`src/rx_wb_pkg.sv`:
```
`default_nettype none
package rx_wb_pkg;
	// ****************************************
	// Register map and fields
	// ****************************************
	localparam logic [7:0] REG_SUM_CTRL    = 8'h00;
	localparam logic [7:0] REG_FILTER_CTRL = 8'h04;
	localparam logic [7:0] REG_RX_CTRL     = 8'h08;
	localparam logic [7:0] REG_SPLIT_CTRL  = 8'h0c;
	localparam logic [7:0] REG_STATUS      = 8'h10;
	localparam int SUM_START_POS   = 0;  // sum_start_offset, 8 bits
	localparam int SUM_PAYLOAD_POS = 8;  // ip_payload_sum_enable
	localparam int SUM_L4_POS      = 9;  // l4_offload_enable
	localparam int SUM_HASH_POS    = 13; // hash_vs_sum_select
	localparam int FILT_EXT_POS    = 15; // extended_status_enable
	localparam int RXC_DTYPE_POS   = 10; // descriptor_type, 2 bits
	localparam logic [1:0] DTYPE_SPLIT = 2'h1;
	localparam int BUF_UNIT_SHIFT  = 7;  // sizes in 128-byte units
	localparam logic [31:0] SUM_CTRL_RST    = 32'h0000_0000;
	localparam logic [31:0] FILTER_CTRL_RST = 32'h0000_0000;
	localparam logic [31:0] RX_CTRL_RST     = 32'h0000_0000;
	localparam logic [31:0] SPLIT_CTRL_RST  = 32'h0000_0000;
	// ****************************************
	// Descriptor field positions
	// ****************************************
	localparam int ERR_POS    = 20;
	localparam int LEN_POS    = 32;
	localparam int VLAN_POS   = 48;
	localparam int HSPLIT_BIT = 15;
	localparam int ST_DONE  = 0;
	localparam int ST_EOP   = 1;
	localparam int ST_VLAN  = 3;
	localparam int ST_UDP_SUM_FLAG = 4;
	localparam int ST_TCP_SUM_FLAG = 5;
	localparam int ST_IPCS  = 6;
	localparam int ST_IP_IDENT_VALID = 9;
	localparam int ST_FRAG_UDP_VALID  = 10;
	localparam int ST_KIND  = 16;
	// ****************************************
	// Carriers
	// ****************************************
	typedef struct packed {
		logic rx_data_err;
		logic ipv4_hdr_sum_err;
		logic l4_sum_err;
		logic carrier_ext_err;
		logic order_fault_flag;
		logic symbol_err_flag;
		logic crc_align_err;
	} rx_errors_t;
	typedef struct packed {
		logic [15:0] length;
		logic [15:0] vlan_tag;
		logic        vlan_present;
		logic [3:0]  pkt_kind;
		logic        is_ipv4;
		logic        is_fragment;
		logic        has_udp;
		logic        has_tcp;
		logic        udp_sum_valid;
		logic [15:0] whole_sum;
		logic [15:0] payload_sum;
		logic [15:0] ip_ident;
		logic [31:0] rss_hash;
		logic [31:0] queue_info;
		logic [9:0]  header_len;
		logic        split_capable;
		logic        continuation;
		logic        eop;
		rx_errors_t  errors;
	} rx_pkt_info_t;
	typedef struct packed {
		logic [63:0] q3;
		logic [63:0] q2;
		logic [63:0] q1;
		logic [63:0] q0;
		logic        split_format;
	} rx_wb_desc_t;
endpackage : rx_wb_pkg
`default_nettype wire
```
`src/rx_buffer_allocator.sv`:
```
`timescale 1ns/10ps
`default_nettype none
module rx_buffer_allocator #(
	parameter int LEN_W = 16
) (
	input  wire logic [LEN_W-1:0]      total_len_i,
	input  wire logic [9:0]            header_len_i,
	input  wire logic [3:0][LEN_W-1:0] sizes_i,
	input  wire logic                  split_mode_i,
	input  wire logic                  split_capable_i,
	input  wire logic                  continuation_i,
	output logic      [3:0][LEN_W-1:0] lens_o,
	output logic                       headers_split_o,
	output logic      [LEN_W-1:0]      leftover_o
);
	// ****************************************
	// Elaboration check
	// ****************************************
	if (LEN_W < 10) begin : g_bad_width
		$error("LEN_W must hold a header length");
	end
	logic [LEN_W-1:0] hdr_wide;
	logic             hdr_fits;
	logic [LEN_W-1:0] cap [4];
	logic [LEN_W-1:0] rem [5];
	// Header must fit buffer zero, else linear store
	assign hdr_wide = LEN_W'(header_len_i);
	assign hdr_fits = (header_len_i != 10'h000) && (hdr_wide <= sizes_i[0]);
	assign headers_split_o = split_mode_i & split_capable_i & ~continuation_i & hdr_fits;
	// Buffer zero idle on continuation, header only on split
	assign cap[0] = continuation_i ? '0 : (headers_split_o ? hdr_wide : sizes_i[0]);
	assign rem[0] = total_len_i;
	// ****************************************
	// Sequential fill, a zero size takes nothing
	// ****************************************
	for (genvar i = 0; i < 4; i++) begin : g_fill
		if (i > 0) begin : g_cap
			assign cap[i] = sizes_i[i];
		end
		assign lens_o[i] = (rem[i] < cap[i]) ? rem[i] : cap[i];
		assign rem[i+1]  = rem[i] - lens_o[i];
	end
	assign leftover_o = rem[4];
endmodule : rx_buffer_allocator
`default_nettype wire

```
`src/rx_descriptor_writeback.sv`:
```
`timescale 1ns/10ps
`default_nettype none
// Functional notes
// - 12-bit error field at qword one bit 20
// - Error flags at bits 11,10,9,8,6,5,4
// - Error bits 7 and 3:0 stay zero
// - VLAN tag at qword one bit 48
// - Select clear: checksum and ident replace hash
// - Non-IPv4: whole checksum, all four flags clear
// - Fragment no L4: payload sum, ident, UDP flag
// - Split format needs enable and type 01
// - Four addresses, sizes from split register
// - Header never crosses buffers, else no split
// - Zero-sized buffers are never written
// - Continuation descriptors skip buffer zero
// - Split lengths at 1.32, 2.16, 2.32, 2.48
// - Length per buffer, zero when unused
// - Lengths include stored CRC bytes
// - Header status bit 15 marks a split
// - Header length in bits 9:0, buffer zero
module rx_descriptor_writeback #(
	parameter int LEN_W = 16
) (
	input  wire logic                   clock_i,
	input  wire logic                   rst_n_i,
	input  wire logic [7:0]             reg_addr_i,
	input  wire logic [31:0]            reg_wdata_i,
	input  wire logic                   reg_write_i,
	input  wire logic                   reg_read_i,
	output logic      [31:0]            reg_rdata_o,
	input  wire logic                   pkt_valid_i,
	input  wire rx_wb_pkg::rx_pkt_info_t pkt_info_i,
	output rx_wb_pkg::rx_wb_desc_t      wb_desc_o,
	output logic                        wb_valid_o,
	output logic      [LEN_W-1:0]       spill_len_o
);
	// ****************************************
	// Elaboration check
	// ****************************************
	if (LEN_W != 16) begin : g_bad_len
		$error("Descriptor length fields are 16 bits wide");
	end
	// Field layout must tile the second quadword without overlap
	if (rx_wb_pkg::ERR_POS < 20) begin : g_bad_err_pos
		$error("Error field overlaps the status field");
	end
	if (rx_wb_pkg::ERR_POS + 12 > rx_wb_pkg::LEN_POS) begin : g_bad_len_pos
		$error("Error field runs into the length field");
	end
	if (rx_wb_pkg::LEN_POS + LEN_W > rx_wb_pkg::VLAN_POS) begin : g_bad_vlan_pos
		$error("Length field runs into the tag field");
	end
	if (rx_wb_pkg::VLAN_POS + 16 > 64) begin : g_bad_tag_end
		$error("Tag field overruns the quadword");
	end
	// Largest buffer size must still fit a length field
	if (8 + rx_wb_pkg::BUF_UNIT_SHIFT > LEN_W) begin : g_bad_unit
		$error("Buffer size unit too large for the length width");
	end

	// ****************************************
	// Control registers
	// ****************************************
	logic [31:0] sum_ctrl;
	logic [31:0] filter_ctrl;
	logic [31:0] rx_ctrl;
	logic [31:0] split_ctrl;
	logic [15:0] done_count;
	logic        last_split;
	logic [31:0] next_rdata;

	// Write decode
	logic wr_sum;
	logic wr_filter;
	logic wr_rx;
	logic wr_split;
	assign wr_sum    = reg_write_i && (reg_addr_i == rx_wb_pkg::REG_SUM_CTRL);
	assign wr_filter = reg_write_i && (reg_addr_i == rx_wb_pkg::REG_FILTER_CTRL);
	assign wr_rx     = reg_write_i && (reg_addr_i == rx_wb_pkg::REG_RX_CTRL);
	assign wr_split  = reg_write_i && (reg_addr_i == rx_wb_pkg::REG_SPLIT_CTRL);

	// Control register storage
	always_ff @(posedge clock_i) begin
		if (!rst_n_i) begin
			sum_ctrl    <= rx_wb_pkg::SUM_CTRL_RST;
			filter_ctrl <= rx_wb_pkg::FILTER_CTRL_RST;
			rx_ctrl     <= rx_wb_pkg::RX_CTRL_RST;
			split_ctrl  <= rx_wb_pkg::SPLIT_CTRL_RST;
		end else begin
			if (wr_sum) begin
				sum_ctrl <= reg_wdata_i;
			end
			if (wr_filter) begin
				filter_ctrl <= reg_wdata_i;
			end
			if (wr_rx) begin
				rx_ctrl <= reg_wdata_i;
			end
			if (wr_split) begin
				split_ctrl <= reg_wdata_i;
			end
		end
	end

	// ****************************************
	// Register read-back
	// ****************************************
	logic        sel_sum;
	logic        sel_filter;
	logic        sel_rx;
	logic        sel_split;
	logic        sel_status;
	logic [31:0] status_word;
	assign sel_sum     = (reg_addr_i == rx_wb_pkg::REG_SUM_CTRL);
	assign sel_filter  = (reg_addr_i == rx_wb_pkg::REG_FILTER_CTRL);
	assign sel_rx      = (reg_addr_i == rx_wb_pkg::REG_RX_CTRL);
	assign sel_split   = (reg_addr_i == rx_wb_pkg::REG_SPLIT_CTRL);
	assign sel_status  = (reg_addr_i == rx_wb_pkg::REG_STATUS);
	assign status_word = {15'h0000, last_split, done_count};
	// Offsets are distinct, so at most one term is live; unmapped reads zero
	assign next_rdata = ({32{sel_sum}} & sum_ctrl)
		| ({32{sel_filter}} & filter_ctrl)
		| ({32{sel_rx}} & rx_ctrl)
		| ({32{sel_split}} & split_ctrl)
		| ({32{sel_status}} & status_word);

	// Read data stands only in the cycle after the strobe
	always_ff @(posedge clock_i) begin
		if (!rst_n_i) begin
			reg_rdata_o <= 32'h0000_0000;
		end else begin
			reg_rdata_o <= reg_read_i ? next_rdata : 32'h0000_0000;
		end
	end

	// ****************************************
	// Control fields
	// ****************************************
	logic       hash_vs_sum_select;
	logic       ip_payload_sum_enable;
	logic       l4_offload_enable;
	logic [7:0] sum_start_offset;
	logic       extended_status_enable;
	logic [1:0] descriptor_type;
	logic       split_mode;
	assign hash_vs_sum_select     = sum_ctrl[rx_wb_pkg::SUM_HASH_POS];
	assign ip_payload_sum_enable  = sum_ctrl[rx_wb_pkg::SUM_PAYLOAD_POS];
	assign l4_offload_enable      = sum_ctrl[rx_wb_pkg::SUM_L4_POS];
	// Start offset is held only; a nonzero value is a software fault
	assign sum_start_offset       = sum_ctrl[rx_wb_pkg::SUM_START_POS +: 8];
	assign extended_status_enable = filter_ctrl[rx_wb_pkg::FILT_EXT_POS];
	assign descriptor_type        = rx_ctrl[rx_wb_pkg::RXC_DTYPE_POS +: 2];
	// Split format needs both enables together
	assign split_mode = extended_status_enable && (descriptor_type == rx_wb_pkg::DTYPE_SPLIT);

	// Buffer sizes in bytes from the split register
	logic [3:0][LEN_W-1:0] split_buffer_sizes;
	for (genvar b = 0; b < 4; b++) begin : g_size
		assign split_buffer_sizes[b] = LEN_W'({split_ctrl[8*b +: 8], {rx_wb_pkg::BUF_UNIT_SHIFT{1'b0}}});
	end

	// ****************************************
	// Buffer placement
	// ****************************************
	logic [3:0][LEN_W-1:0] buf_lens;
	logic                  headers_split_flag;
	logic [LEN_W-1:0]      leftover;
	rx_buffer_allocator #(
		.LEN_W(LEN_W)
	) u_alloc (
		.total_len_i    (pkt_info_i.length),
		.header_len_i   (pkt_info_i.header_len),
		.sizes_i        (split_buffer_sizes),
		.split_mode_i   (split_mode),
		.split_capable_i(pkt_info_i.split_capable),
		.continuation_i (pkt_info_i.continuation),
		.lens_o         (buf_lens),
		.headers_split_o(headers_split_flag),
		.leftover_o     (leftover)
	);

	// ****************************************
	// Extended error field
	// ****************************************
	logic [11:0] err_field;
	assign err_field = {
		pkt_info_i.errors.rx_data_err,
		pkt_info_i.errors.ipv4_hdr_sum_err,
		pkt_info_i.errors.l4_sum_err,
		pkt_info_i.errors.carrier_ext_err,
		1'b0,
		pkt_info_i.errors.order_fault_flag,
		pkt_info_i.errors.symbol_err_flag,
		pkt_info_i.errors.crc_align_err,
		4'h0
	};

	// ****************************************
	// Checksum and fragment reporting
	// ****************************************
	logic        frag_mode;
	logic        frag_no_l4;
	logic        frag_udp;
	logic        frag_tcp;
	logic        whole_ipv4;
	logic        frag_udp_valid;
	logic        ip_ident_valid;
	logic        udp_sum_flag;
	logic        tcp_sum_flag;
	logic [15:0] pkt_sum;
	// Fragment handling only with payload sums enabled
	assign frag_mode  = pkt_info_i.is_ipv4 && pkt_info_i.is_fragment && ip_payload_sum_enable;
	assign frag_no_l4 = frag_mode && !pkt_info_i.has_udp && !pkt_info_i.has_tcp;
	assign frag_udp   = frag_mode && pkt_info_i.has_udp;
	assign frag_tcp   = frag_mode && pkt_info_i.has_tcp && !pkt_info_i.has_udp;
	assign whole_ipv4 = pkt_info_i.is_ipv4 && !pkt_info_i.is_fragment;

	// Flag table; non-IPv4 leaves all four clear
	assign ip_ident_valid = frag_no_l4 || frag_udp || frag_tcp;
	assign frag_udp_valid = frag_udp && pkt_info_i.udp_sum_valid;
	assign udp_sum_flag   = frag_no_l4 || frag_udp
		|| (whole_ipv4 && l4_offload_enable && pkt_info_i.has_udp);
	assign tcp_sum_flag   = whole_ipv4 && l4_offload_enable
		&& (pkt_info_i.has_tcp || pkt_info_i.has_udp);

	// Payload sum for UDP and no-L4 fragments, whole sum otherwise (TCP fragments too)
	assign pkt_sum = (frag_no_l4 || frag_udp) ? pkt_info_i.payload_sum
		: pkt_info_i.whole_sum;

	// ****************************************
	// Extended status field
	// ****************************************
	logic [19:0] status_field;
	always_comb begin
		status_field = 20'h00000;
		status_field[rx_wb_pkg::ST_DONE]  = 1'b1;
		status_field[rx_wb_pkg::ST_EOP]   = pkt_info_i.eop;
		status_field[rx_wb_pkg::ST_VLAN]  = pkt_info_i.vlan_present;
		status_field[rx_wb_pkg::ST_UDP_SUM_FLAG] = udp_sum_flag;
		status_field[rx_wb_pkg::ST_TCP_SUM_FLAG] = tcp_sum_flag;
		status_field[rx_wb_pkg::ST_IPCS]  = pkt_info_i.is_ipv4;
		status_field[rx_wb_pkg::ST_IP_IDENT_VALID] = ip_ident_valid;
		status_field[rx_wb_pkg::ST_FRAG_UDP_VALID]  = frag_udp_valid;
		status_field[rx_wb_pkg::ST_KIND +: 4] = pkt_info_i.pkt_kind;
	end

	// ****************************************
	// Quadword assembly
	// ****************************************
	logic [63:0] q0_word;
	logic [63:0] q1_word;
	logic [63:0] q2_word;
	logic [15:0] len_field;
	logic [15:0] hdr_status;

	// Shared space: hash, or checksum and identification
	always_comb begin
		q0_word = 64'h0000_0000_0000_0000;
		q0_word[31:0] = pkt_info_i.queue_info;
		if (hash_vs_sum_select) begin
			q0_word[63:32] = pkt_info_i.rss_hash;
		end else begin
			q0_word[63:48] = pkt_sum;
			q0_word[47:32] = ip_ident_valid ? pkt_info_i.ip_ident : 16'h0000;
		end
	end

	// Split format reports buffer zero's share, else the packet
	assign len_field = split_mode ? buf_lens[0] : pkt_info_i.length;

	// Second quadword: status, errors, length, tag
	always_comb begin
		q1_word = 64'h0000_0000_0000_0000;
		q1_word[19:0] = status_field;
		q1_word[rx_wb_pkg::ERR_POS +: 12] = err_field;
		q1_word[rx_wb_pkg::LEN_POS +: 16] = len_field;
		q1_word[rx_wb_pkg::VLAN_POS +: 16] = pkt_info_i.vlan_tag;
	end

	// Header status: split flag and analysed length
	always_comb begin
		hdr_status = 16'h0000;
		hdr_status[rx_wb_pkg::HSPLIT_BIT] = headers_split_flag;
		hdr_status[9:0] = headers_split_flag ? pkt_info_i.header_len : 10'h000;
	end

	// Third quadword carries the other three lengths
	assign q2_word = {buf_lens[3], buf_lens[2], buf_lens[1], hdr_status};

	// ****************************************
	// Write-back register
	// ****************************************
	rx_wb_pkg::rx_wb_desc_t next_desc;
	always_comb begin
		next_desc = '0;
		next_desc.split_format = split_mode;
		next_desc.q0 = q0_word;
		next_desc.q1 = q1_word;
		// Extended format has only two quadwords; the rest stays zero
		if (split_mode) begin
			next_desc.q2 = q2_word;
		end
		next_desc.q3 = 64'h0000_0000_0000_0000;
	end

	// Whole descriptor lands in one cycle so done never leads the data
	always_ff @(posedge clock_i) begin
		if (!rst_n_i) begin
			wb_desc_o   <= '0;
			wb_valid_o  <= 1'b0;
			spill_len_o <= '0;
		end else begin
			wb_valid_o <= pkt_valid_i;
			if (pkt_valid_i) begin
				wb_desc_o   <= next_desc;
				spill_len_o <= split_mode ? leftover : '0;
			end
		end
	end

	// ****************************************
	// Status counters
	// ****************************************
	// Count wraps; software reads it as a progress hint
	always_ff @(posedge clock_i) begin
		if (!rst_n_i) begin
			done_count <= 16'h0000;
			last_split <= 1'b0;
		end else if (pkt_valid_i) begin
			done_count <= done_count + 16'h0001;
			last_split <= headers_split_flag;
		end
	end
endmodule : rx_descriptor_writeback
`default_nettype wire

```
`config.mk`:
```
export PLATFORM = sky130hd
export DESIGN_NAME = rx_descriptor_writeback
export DESIGN_NICKNAME = d
export VERILOG_FILES = /design/src/rx_wb_pkg.sv /design/src/rx_buffer_allocator.sv /design/src/rx_descriptor_writeback.sv
export SDC_FILE = /design/constraint.sdc
export NUM_CORES = 1
export LEC_CHECK = 0
export BUFFER_PORTS_ARGS = -buffer_cell sky130_fd_sc_hd__buf_2
export CAP_MARGIN = 20
export CORE_ASPECT_RATIO = 0.7
export CORE_UTILIZATION = 45
export DETAILED_ROUTE_END_ITERATION = 6
export GPL_TIMING_DRIVEN = 0
export PLACE_DENSITY = 0.71
export RECOVER_POWER = 50
export SLEW_MARGIN = 0
export SYNTH_ARGS = -nofsm -noshare
export SYNTH_HDL_FRONTEND = slang
export SYNTH_SLANG_ARGS = --single-unit
```
`constraint.sdc`:
```
create_clock -name clock_i -period 21.6 [get_ports clock_i]
set_input_delay 4.32 -clock clock_i [delete_from_list [all_inputs] [get_ports clock_i]]
set_output_delay 4.32 -clock clock_i [all_outputs]
set_load 0.02 [all_outputs]
```
## Word-level counts from Yosys, hierarchy flattened

Cells that the tools add are included.

| storage, ports and cells | value |
|---|---|
| output and inout bits | 306 |
| input bits | 219 |
| flip-flop bits (word level) | 374 |
| word-level logic and storage cells | 82 |

| cells by class | value |
|---|---|
| muxes and demuxes | 13 |
| eq/ne operators | 5 |
| bitwise logic cells | 13 |
| reductions and logical operators | 28 |
| $add $sub $neg | 5 |
| order comparisons | 5 |

Operators with widths:

| operator | number |
|---|---|
| two-way mux 16 bit | 9 |
| AND 32 bit | 4 |
| bitwise OR 32 bit | 4 |
| two-way mux 64 bit | 1 |
| subtractor 16 bit | 4 |
| < comparator 16 x 15 -> 1 bit | 3 |
| AND 32 x 17 -> 32 bit | 1 |
| two-way mux 32 bit | 1 |
| logical AND 1 bit | 18 |
| adder 16 x 1 -> 16 bit, second input constant | 1 |
| equality test 8 x 4 -> 1 bit, second input constant | 2 |
| < comparator 16 bit | 1 |
| <= comparator 10 x 15 -> 1 bit | 1 |
| two-way mux 15 bit | 1 |
| two-way mux 10 bit | 1 |
| nonzero test 10 bit | 1 |
| equality test 8 x 3 -> 1 bit, second input constant | 1 |
| equality test 8 x 5 -> 1 bit, second input constant | 1 |
| zero test 8 bit | 1 |
| logical OR 1 bit | 4 |
| AND 1 bit | 3 |
| zero test 1 bit | 3 |
| equality test 2 x 1 -> 1 bit, second input constant | 1 |
| AND reduction 2 bit | 1 |
| NOT 1 bit | 1 |

## Depth between registers and ports, before layout

Gate-level depths: netlist of run 1.

| depth | value |
|---|---|
| word-level depth | 20 |
| gate-level depth with buffers | 90 |
| depth with buffers taken out | 86 |

## Modules after synthesis

A second synthesis of run 1 with hierarchy kept.

| second synthesis, totals | value |
|---|---|
| cell total of the unflattened synthesis | 2550 |
| area total of the unflattened synthesis | 21373.0 um^2 |

Modules (own cells, without submodules):

| module | times used | area an instance (um^2) | seq. area each (um^2) | cells an instance |
|---|---|---|---|---|
| rx_descriptor_writeback | 1 | 14978.1 | 7387.1 | 1587 |
| rx_buffer_allocator | 1 | 6394.9 | 0.0 | 963 |

## Worst setup path before layout of run 1

Ideal clock, no wire load.

| path | value |
|---|---|
| path kind | input -> register |
| start | input port pkt_info_i[18] (netlist name) |
| end | register spill_len_o[15] |
| required time | 21.471 ns |
| arrival time | 18.590 ns |
| buffers on the path | 7 |
| stages | 84 |
| setup time | 0.129 ns |
| path slack | 2.881 ns |
| path through | ha_1 > nor2b_1 > o21a_1 > o211a_1 > nor2_1 > clkbuf_1 > nand2_1 > ha_1 > o21a_1 > o21a_1 > o21ai_0 > a21oi_1 > o21a_1 > a2111oi_1 > clkbuf_1 > a21o_1 > ha_1 > inv_1 > [... 48 more ...] > a21oi_1 > o21ai_0 > nand2b_1 > a211o_1 > buf_2 > buf_2 > a21oi_1 > ha_1 > o21a_1 > o21a_1 > o21ai_0 > nand2b_1 > a21oi_1 > o21bai_1 > a21o_1 > a21oi_1 > xnor2_1 > o21ai_0 |

| between the ends | value |
|---|---|
| word-level cells in the longest chain between the ends | 18 |
| elaborated cells between the ends (all ways) | 19 |
| those cells by class | add/sub (4); order compare (5); mux (7); bitwise (1); reduce/logical (2) |

RTL lines:

| element | line | source |
|---|---|---|
| from (decl) | rx_descriptor_writeback.sv:32 | `input wire rx_wb_pkg::rx_pkt_info_t pkt_info_i,` |
| <= comparator 10 x 15 -> 1 bit or nonzero test 10 bit (tied branches) | rx_buffer_allocator.sv:28 | `assign hdr_fits = (header_len_i != 10'h000) && (hdr_wide <= sizes_i[0]);` |
| logical AND 1 bit | rx_buffer_allocator.sv:28 |  |
| AND 1 bit | rx_buffer_allocator.sv:29 | `assign headers_split_o = split_mode_i & split_capable_i & ~continuation_i & hdr_fits;` |
| two-way mux 15 bit (*) | rx_buffer_allocator.sv:31 | `assign cap[0] = continuation_i ? '0 : (headers_split_o ? hdr_wide : sizes_i[0]);` |
| two-way mux 16 bit (*) | rx_buffer_allocator.sv:31 |  |
| < comparator 16 bit | rx_buffer_allocator.sv:40 | `assign lens_o[i] = (rem[i] < cap[i]) ? rem[i] : cap[i];` |
| two-way mux 16 bit (*) | rx_buffer_allocator.sv:40 |  |
| subtractor 16 bit (*) | rx_buffer_allocator.sv:41 | `assign rem[i+1] = rem[i] - lens_o[i];` |
| [... 2 more ...] | - |  |
| subtractor 16 bit (*) | rx_buffer_allocator.sv:41 |  |
| < comparator 16 x 15 -> 1 bit | rx_buffer_allocator.sv:40 |  |
| two-way mux 16 bit | rx_buffer_allocator.sv:40 |  |
| subtractor 16 bit (*) | rx_buffer_allocator.sv:41 |  |
| < comparator 16 x 15 -> 1 bit | rx_buffer_allocator.sv:40 |  |
| two-way mux 16 bit | rx_buffer_allocator.sv:40 |  |
| subtractor 16 bit (*) | rx_buffer_allocator.sv:41 |  |
| two-way mux 16 bit (*) | rx_descriptor_writeback.sv:316 | `spill_len_o <= split_mode ? leftover : '0;` |
| to (signal assigned) | rx_descriptor_writeback.sv:316 |  |
| to (decl) | rx_descriptor_writeback.sv:35 | `output logic [LEN_W-1:0] spill_len_o` |

Mark *: on every way between the ends. The rest lies on a longest branch, timed or not.
A chain may end at the register's enable or synchronous reset.

## Worst setup path in the final report of run 1

Ends and elaborated chain as after synthesis.

==> impl_results.md, run 1 <==
- Vias per Instance: 5.31
- Endpoints failing hold: 0
- Synthesized instance count: 2,139
- PwrDens: 111 nW/um^2
- CTS tree: built
- Tmin final: roughly 20,000 ps
- Core Area: 39,800 sq um
- Cells after DPL: roughly 3,200
- DRT Pass-1 Iters: 7
- EDFF count, synth: 0
- Initial Utilization: 45.7%
- RD Place Congestion: 0.911
- DRC viols: 0
- Die X: approximately 240 microns
- Wire per inst: about 19 microns
- Synth cell types: 74
- Fmax: 48.8 MHz
- H-tree depth: 2
- HP Class: reg -> reg
- Slowest-stage cell, CP: nor2_1
- Worst path buffer plus inverter count: 8
- Crit path max fanout: 10
- Clk pin slew, worst setup/hold paths: 60 ps
- Max incr delay on CP: 760 ps
- Final Cell Area: 22,400 sq um
- Avg Synthesized Cell Area: 8.52 sq um
- Synthesized cell area: 18,200 sq um
- WS Path Type: in -> reg
- Slew @ Worst Pin: 1080 ps
- Vias: 17,400
- Leakage power: 8.72 nW
- Commonest cells after routing, fill and taps aside: nand2_1 (436), dfxtp_1 (369), clkbuf_1 (351)
- Initial antenna violation count: 9
- CTS Buf Count: 38
- Pin count of the biggest net entering global routing: 14
- Die height: 170 microns
- WP data required: between 20,000 and 25,000 ps
- Clock Latency Late Sink: 550 ps
- Maxcap violations: 0
- # nets final: 3,008
- Outcome: complete, no violations
- Yosys Warn Count: 0
- Sequential-to-total area share from yosys stat: roughly 41%
- DRT Wirelength: roughly 62 mm
- CTS sink cnt: 369
- Pwr Total: between 2 and 2.5 mW
- Clock root buffer: clkbuf_16
- Post-CTS Hold Buffers: 0
- Placed Instance Area: 21,400 sq um
- Slew Limit Fails: 0
- Setup violators final: 0
- Tcrit/Tclk final: between 90 and 100%
- Synth-to-Final Area Change: 23.2%
- Hold WS: 453 ps
- # IOs: ~530
- Global Route Usage Sum: 28.1%
- Die area: 41,300 sq um
- Post-CTS Resized: 0
- Startpoint Class: primary input
- Rel. slew slack: 28.1%
- IO buf count: 442
- Antenna-violating nets left: 0
- CTS Buffer Depth: 3
- Unrepaired setup endpoints after global routing: false
- Share of layout cells above drive strength 1: 14.3%
- Cell family with most CP delay: compound AO/OA/AOI/OAI gates
- Vias in the first global route: 15,500
- Iter 0 DRT Violations: 1,581
- First-pass GRT wire length: between 90 and 100 mm
- Commonest register cell after synthesis: dfxtp_1
- WP data arrival: 20,890 ps
- FF+latch count, synth: 369
- Post-DP HPWL: 48.8 mm
- Worst-case vdd ir drop: 0.145 mV
- Post-CTS Setup Inserts: 0
- Critical Path Sink Type: register
- Leading cell type in the layout, fill and taps excluded: nand2_1
- Final setup skew: 21.5 ps
- Ys async rst share: 0%
- Total congestion overflow: 0
- Standard-cell rows: between 60 and 70
- Final std cells w/o fill: 3,274
-- final timing paths --
path | start | endpoint | slack [ps] | cells past startpoint
max | pkt_info_i[18] | spill_len_o[15] | 1100 | 81
min | wb_desc_o[187] | wb_desc_o[187] | 450 | 2
max reg2reg | filter_ctrl[15] | spill_len_o[15] | 4520 | 79
min reg2reg | wb_desc_o[187] | wb_desc_o[187] | 450 | 2
-- cells in the mapped netlist (22+ instances only) --
| library cell | instances | area share [%] |
|---|---|---|
| and2_1 | 22 | 0.76 |
| dfxtp_1 | 369 | 41 |
| nor3_1 | 22 | 0.60 |
| a22o_1 | 30 | 1.4 |
| mux2i_1 | 115 | 6.3 |
| nand2_1 | 436 | 9.0 |
| nor2b_1 | 88 | 3.0 |
| ha_1 | 82 | 5.6 |
| buf_4 | 82 | 3.4 |
| xnor2_1 | 41 | 2.0 |
| nor2_1 | 75 | 1.5 |
| clkbuf_1 | 116 | 2.4 |
| o21ai_0 | 116 | 3.2 |
| a21oi_1 | 119 | 3.3 |
| a21boi_0 | 136 | 5.6 |
| inv_1 | 46 | 0.95 |
-- per-layer routing --
metal  track usage, %  up-vias  routed length [microns]
met2             41.6      648                    26600
met3             5.82       94                     4840
met1             41.2     8255                    28900
li1                 -     8366                        -
met5                0        -                       51
met4             6.36        8                     1240
-- report_power, final --
part	switching, mW	total (mW)	internal, mW
registers	0.00737	0.700	0.692
logic	0.688	1.12	0.435
clock network	0.284	0.659	0.375
total	0.979	2.48	1.50
-- cells by family (layout without fill, tap and decap cells) --
| family | Yosys count | count (layout) | synth area share [%] |
|---|---|---|---|
| flip-flops | 369 | 369 | 40.5 |
| adder cells (fa/ha/maj) | 83 | 83 | 5.74 |
| buffers and inverters | 261 | 770 | 7.13 |
| other | 1 | 92 | 0.0206 |
| AND/OR/NAND/NOR | 715 | 715 | 17.5 |
| multiplexers | 115 | 115 | 6.32 |
| AO/OA/AOI/OAI | 541 | 541 | 20.1 |
| XOR/XNOR | 54 | 54 | 2.64 |
-- sequential cells by signal, indices dropped and copies added, names as in the netlist --
register / flops
last_split: 1
rx_ctrl: 32
spill_len_o: 16
filter_ctrl: 32
sum_ctrl: 32
reg_rdata_o: 32
wb_desc_o: 175
split_ctrl: 32
done_count: 16
wb_valid_o: 1
-- metrics by stage --
stage               setup WS (ps)  utilization [%]  TNS, ps
global placement             -111             53.8     -111
floorplan                    2880                -        0
CTS                           123             56.9        0
global route                 9.00             56.3        0
finish                       1100             56.3        0
detailed placement           -306             53.8     -306
-- worst register-to-register path: cells and delay by family, from the launching register on --
family	cells	cell delay [ps]
simple gates	19	3860
fa+ha+maj	9	2670
flops	1	430
xor+xnor	4	890
compound gates	38	7170
buf+inv	7	1360
mux	2	570
-- layout make-up --
type / count / area, sq um
Fill cell: 3770 / 17400
Multi-Input combinational cell: 1593 / 9900
Sequential cell: 369 / 7390
Timing Repair Buffer: 443 / 1940
Buffer: 215 / 1130
Clock buffer: 54 / 1080
Tap cell: 535 / 669
Inverter: 46 / 173
Clock inverter: 12 / 143
Antenna cell: 7 / 17.5
No activity file was read; power rests on OpenSTA's default activity.
==> run 2, diff against run 1 <==
Settings changed: CTS_CLUSTER_DIAMETER set to 100.
Clock period 21.6 ns to 21 ns, I/O delays scaled along.
==> run 2 against run 1 <==
Cell area up 0.30%; routed wire length grew 0.38%; clock power up 3%; global-route usage barely moved; critical path depth up 3; first-iteration DRC count up 0.89%; critical endpoint unchanged; largest cell class unchanged; highest routed layer unchanged.
==> impl_results.md, run 2 (synthesis gave the netlist of run 1 again) <==
- Vias per Instance: 5.31 (+0.13%)
- Final std cells w/o fill: 3,278 (+0.12%)
- Cells after DPL: 3,201 (unchanged)
- Clock root buffer: clkbuf_16
- Tmin final: 19,900 ps
- Post-DP HPWL: 48.8 mm (unchanged)
- Clock Latency Late Sink: 550 ps (about the same)
- Largest register FFs: 175 (unchanged)
- Max incr delay on CP: 450 ps (-310 ps)
- R2r startpoint: split_ctrl[1]
- Wire per inst: 18.9 microns (+0.26%)
- Flop-to-flop setup slack: 4410 ps (-110 ps)
- Tcrit/Tclk final: 94.8%
- Top reg by flops: wb_desc_o
- Cell family with most CP delay: compound AO/OA/AOI/OAI gates
- Slew Limit Fails: 0 (unchanged)
- Die X: 243 microns (unchanged)
- Hold Crit Depth: 2 (unchanged)
- Outcome: complete, no violations
- Slowest-stage cell, CP: a2111oi_4
- Final setup skew: 19.3 ps (-2.22 ps)
- Rel. slew slack: 28.3% (+0.16 points)
- Synth-to-Final Area Change: 23.5%
- DRT Pass-1 Iters: 7 (unchanged)
- Start point of the critical path: pkt_info_i[18]
- Worst hold start: wb_desc_o[187]
- Total congestion overflow: 0 (unchanged)
- CTS Buffer Depth: 3 (unchanged)
- Iter 0 DRT Violations: 1,595 (+0.89%)
- Initial Utilization: 45.7% (unchanged)
- Global Route Usage Sum: 28.1% (about the same)
- Share of layout cells above drive strength 1: 14.6% (+0.27 points)
- Clk pin slew, worst setup/hold paths: 60 ps (about the same)
- Crit path max fanout: 10 (unchanged)
- Endpoints failing hold: 0 (unchanged)
- RD Place Congestion: 0.911 (unchanged)
- FF-to-FF End: spill_len_o[15]
- Core Area: 39,800 sq um (unchanged)
- Hold endpoint: wb_desc_o[187]
- Pin count of the biggest net entering global routing: 14 (unchanged)
- # nets final: 3,012 (+0.13%)
- Commonest cells after routing, fill and taps aside: nand2_1 (436), dfxtp_1 (369), clkbuf_1 (351)
- Leakage power: 8.74 nW (+0.30%)
- Final core utilization: 56.5% (+0.17 points)
- First-pass GRT wire length: 90.7 mm (about the same)
- Standard-cell rows: 61 (unchanged)
- Die area: 41,300 sq um (unchanged)
- Startpoint Class: primary input
- HP Class: reg -> reg
- Multi-input gate area: 9930 sq um (+0.29%)
- Reg area: 7390 sq um (unchanged)
- Fmax: between 50 and 60 MHz
- Vias in the first global route: 15,500 (+0.026%)
- WP data arrival: 20,300 ps (-590 ps)
- WP data required: 21,400 ps (-600 ps)
- WS Path Type: in -> reg
- Leading cell type in the layout, fill and taps excluded: nand2_1
- Critical Path Sink Type: register
- IO buf count: 442 (unchanged)
- PwrDens: 114 nW/um^2 (+3.0%)
- # IOs: 525 (unchanged)
- Vias: 17,400 (+0.25%)
- Antenna-violating nets left: 0 (unchanged)
- Worst-case vdd ir drop: 0.151 mV (+3.8%)
- Worst Reg2Reg Path Length in Cells: 84 (+6.3%)
- CTS Buf Count: 38 (unchanged)
- CTS tree: built
- Setup violators final: 0 (unchanged)
- Initial antenna violation count: 8 (-1)
- Maxcap violations: 0 (unchanged)
- CTS sink cnt: 369 (unchanged)
- Die height: 170 microns (unchanged)
- DRC viols: 0 (unchanged)
- Hold WS: 453 ps (-0.0310 ps)
- Slew @ Worst Pin: 1080 ps (-2.40 ps)
- DRT Wirelength: 61.8 mm (+0.38%)
- Fillers: 3,757 (-0.34%)
- Worst path buffer plus inverter count: 9 (+1)
- H-tree depth: 2 (unchanged)
## run 2: worst min-delay path: cells and delay by family (launching register included)
| family | cells | cell delay (ps) |
|---|---|---|
| compound gates | 1 | 50 |
| flops | 1 | 320 |
| simple gates | 1 | 50 |
## run 2: power by group
part / internal (mW) / leakage, nW / switching [mW]
Clock: 0.386 / 0.602 / 0.293
Sequential: 0.712 / 2.99 / 0.00762
Combinational: 0.453 / 5.15 / 0.712
Total: 1.55 / 8.74 / 1.01
## run 2: per-stage QoR
stage | setup TNS, ps | instance area, sq um | power (mW) | setup slack (ps)
4_1_cts | 0 | 22700 | 2.54 | 99.2
5_1_grt | -75.1 | 22500 | 2.71 | -75.1
3_3_place_gp | -949 | 21400 | 1.85 | -591
6_report | 0 | 22500 | 2.56 | 1100
2_1_floorplan | 0 | 18500 | 1.58 | 2400
3_5_place_dp | -2150 | 21400 | 1.86 | -786
## run 2: repair_timing
item / 4_1_cts / 5_1_grt
buffers inserted: 0 / 4
hold endpoints to repair: 0 / 0
hold buffers: 0 / 0
endpoints found under the setup margin: 1 / 8
gates cloned: 0 / 0
pin swaps: 0 / 3
resized for setup: 3 / 28
## run 2: layout make-up
cell class              instances  area share, %
multi-input cells            1593           44.1
well taps                     535           2.97
diodes                          7         0.0778
clock inverters                12          0.634
inverters                      46          0.767
clock buffers                  54           4.80
repair buffers                447           8.74
flip-flops and latches        369           32.8
plain buffers                 215           5.06
## run 2: layer usage
| layer | wire [microns] | track usage, % |
|---|---|---|
| met2 | 26700 | 41.7 |
| met4 | 1200 | 6.36 |
| met3 | 5130 | 5.72 |
| met5 | 37 | 0 |
| met1 | 28800 | 41.3 |
## run 2: worst max-delay path by stage
stage                      endpoint  depth (start not counted)
floorplan           spill_len_o[15]                         84
global placement    spill_len_o[15]                         79
detailed placement  spill_len_o[15]                         80
CTS                 spill_len_o[15]                         82
global route        spill_len_o[15]                         88
finish              spill_len_o[15]                         84
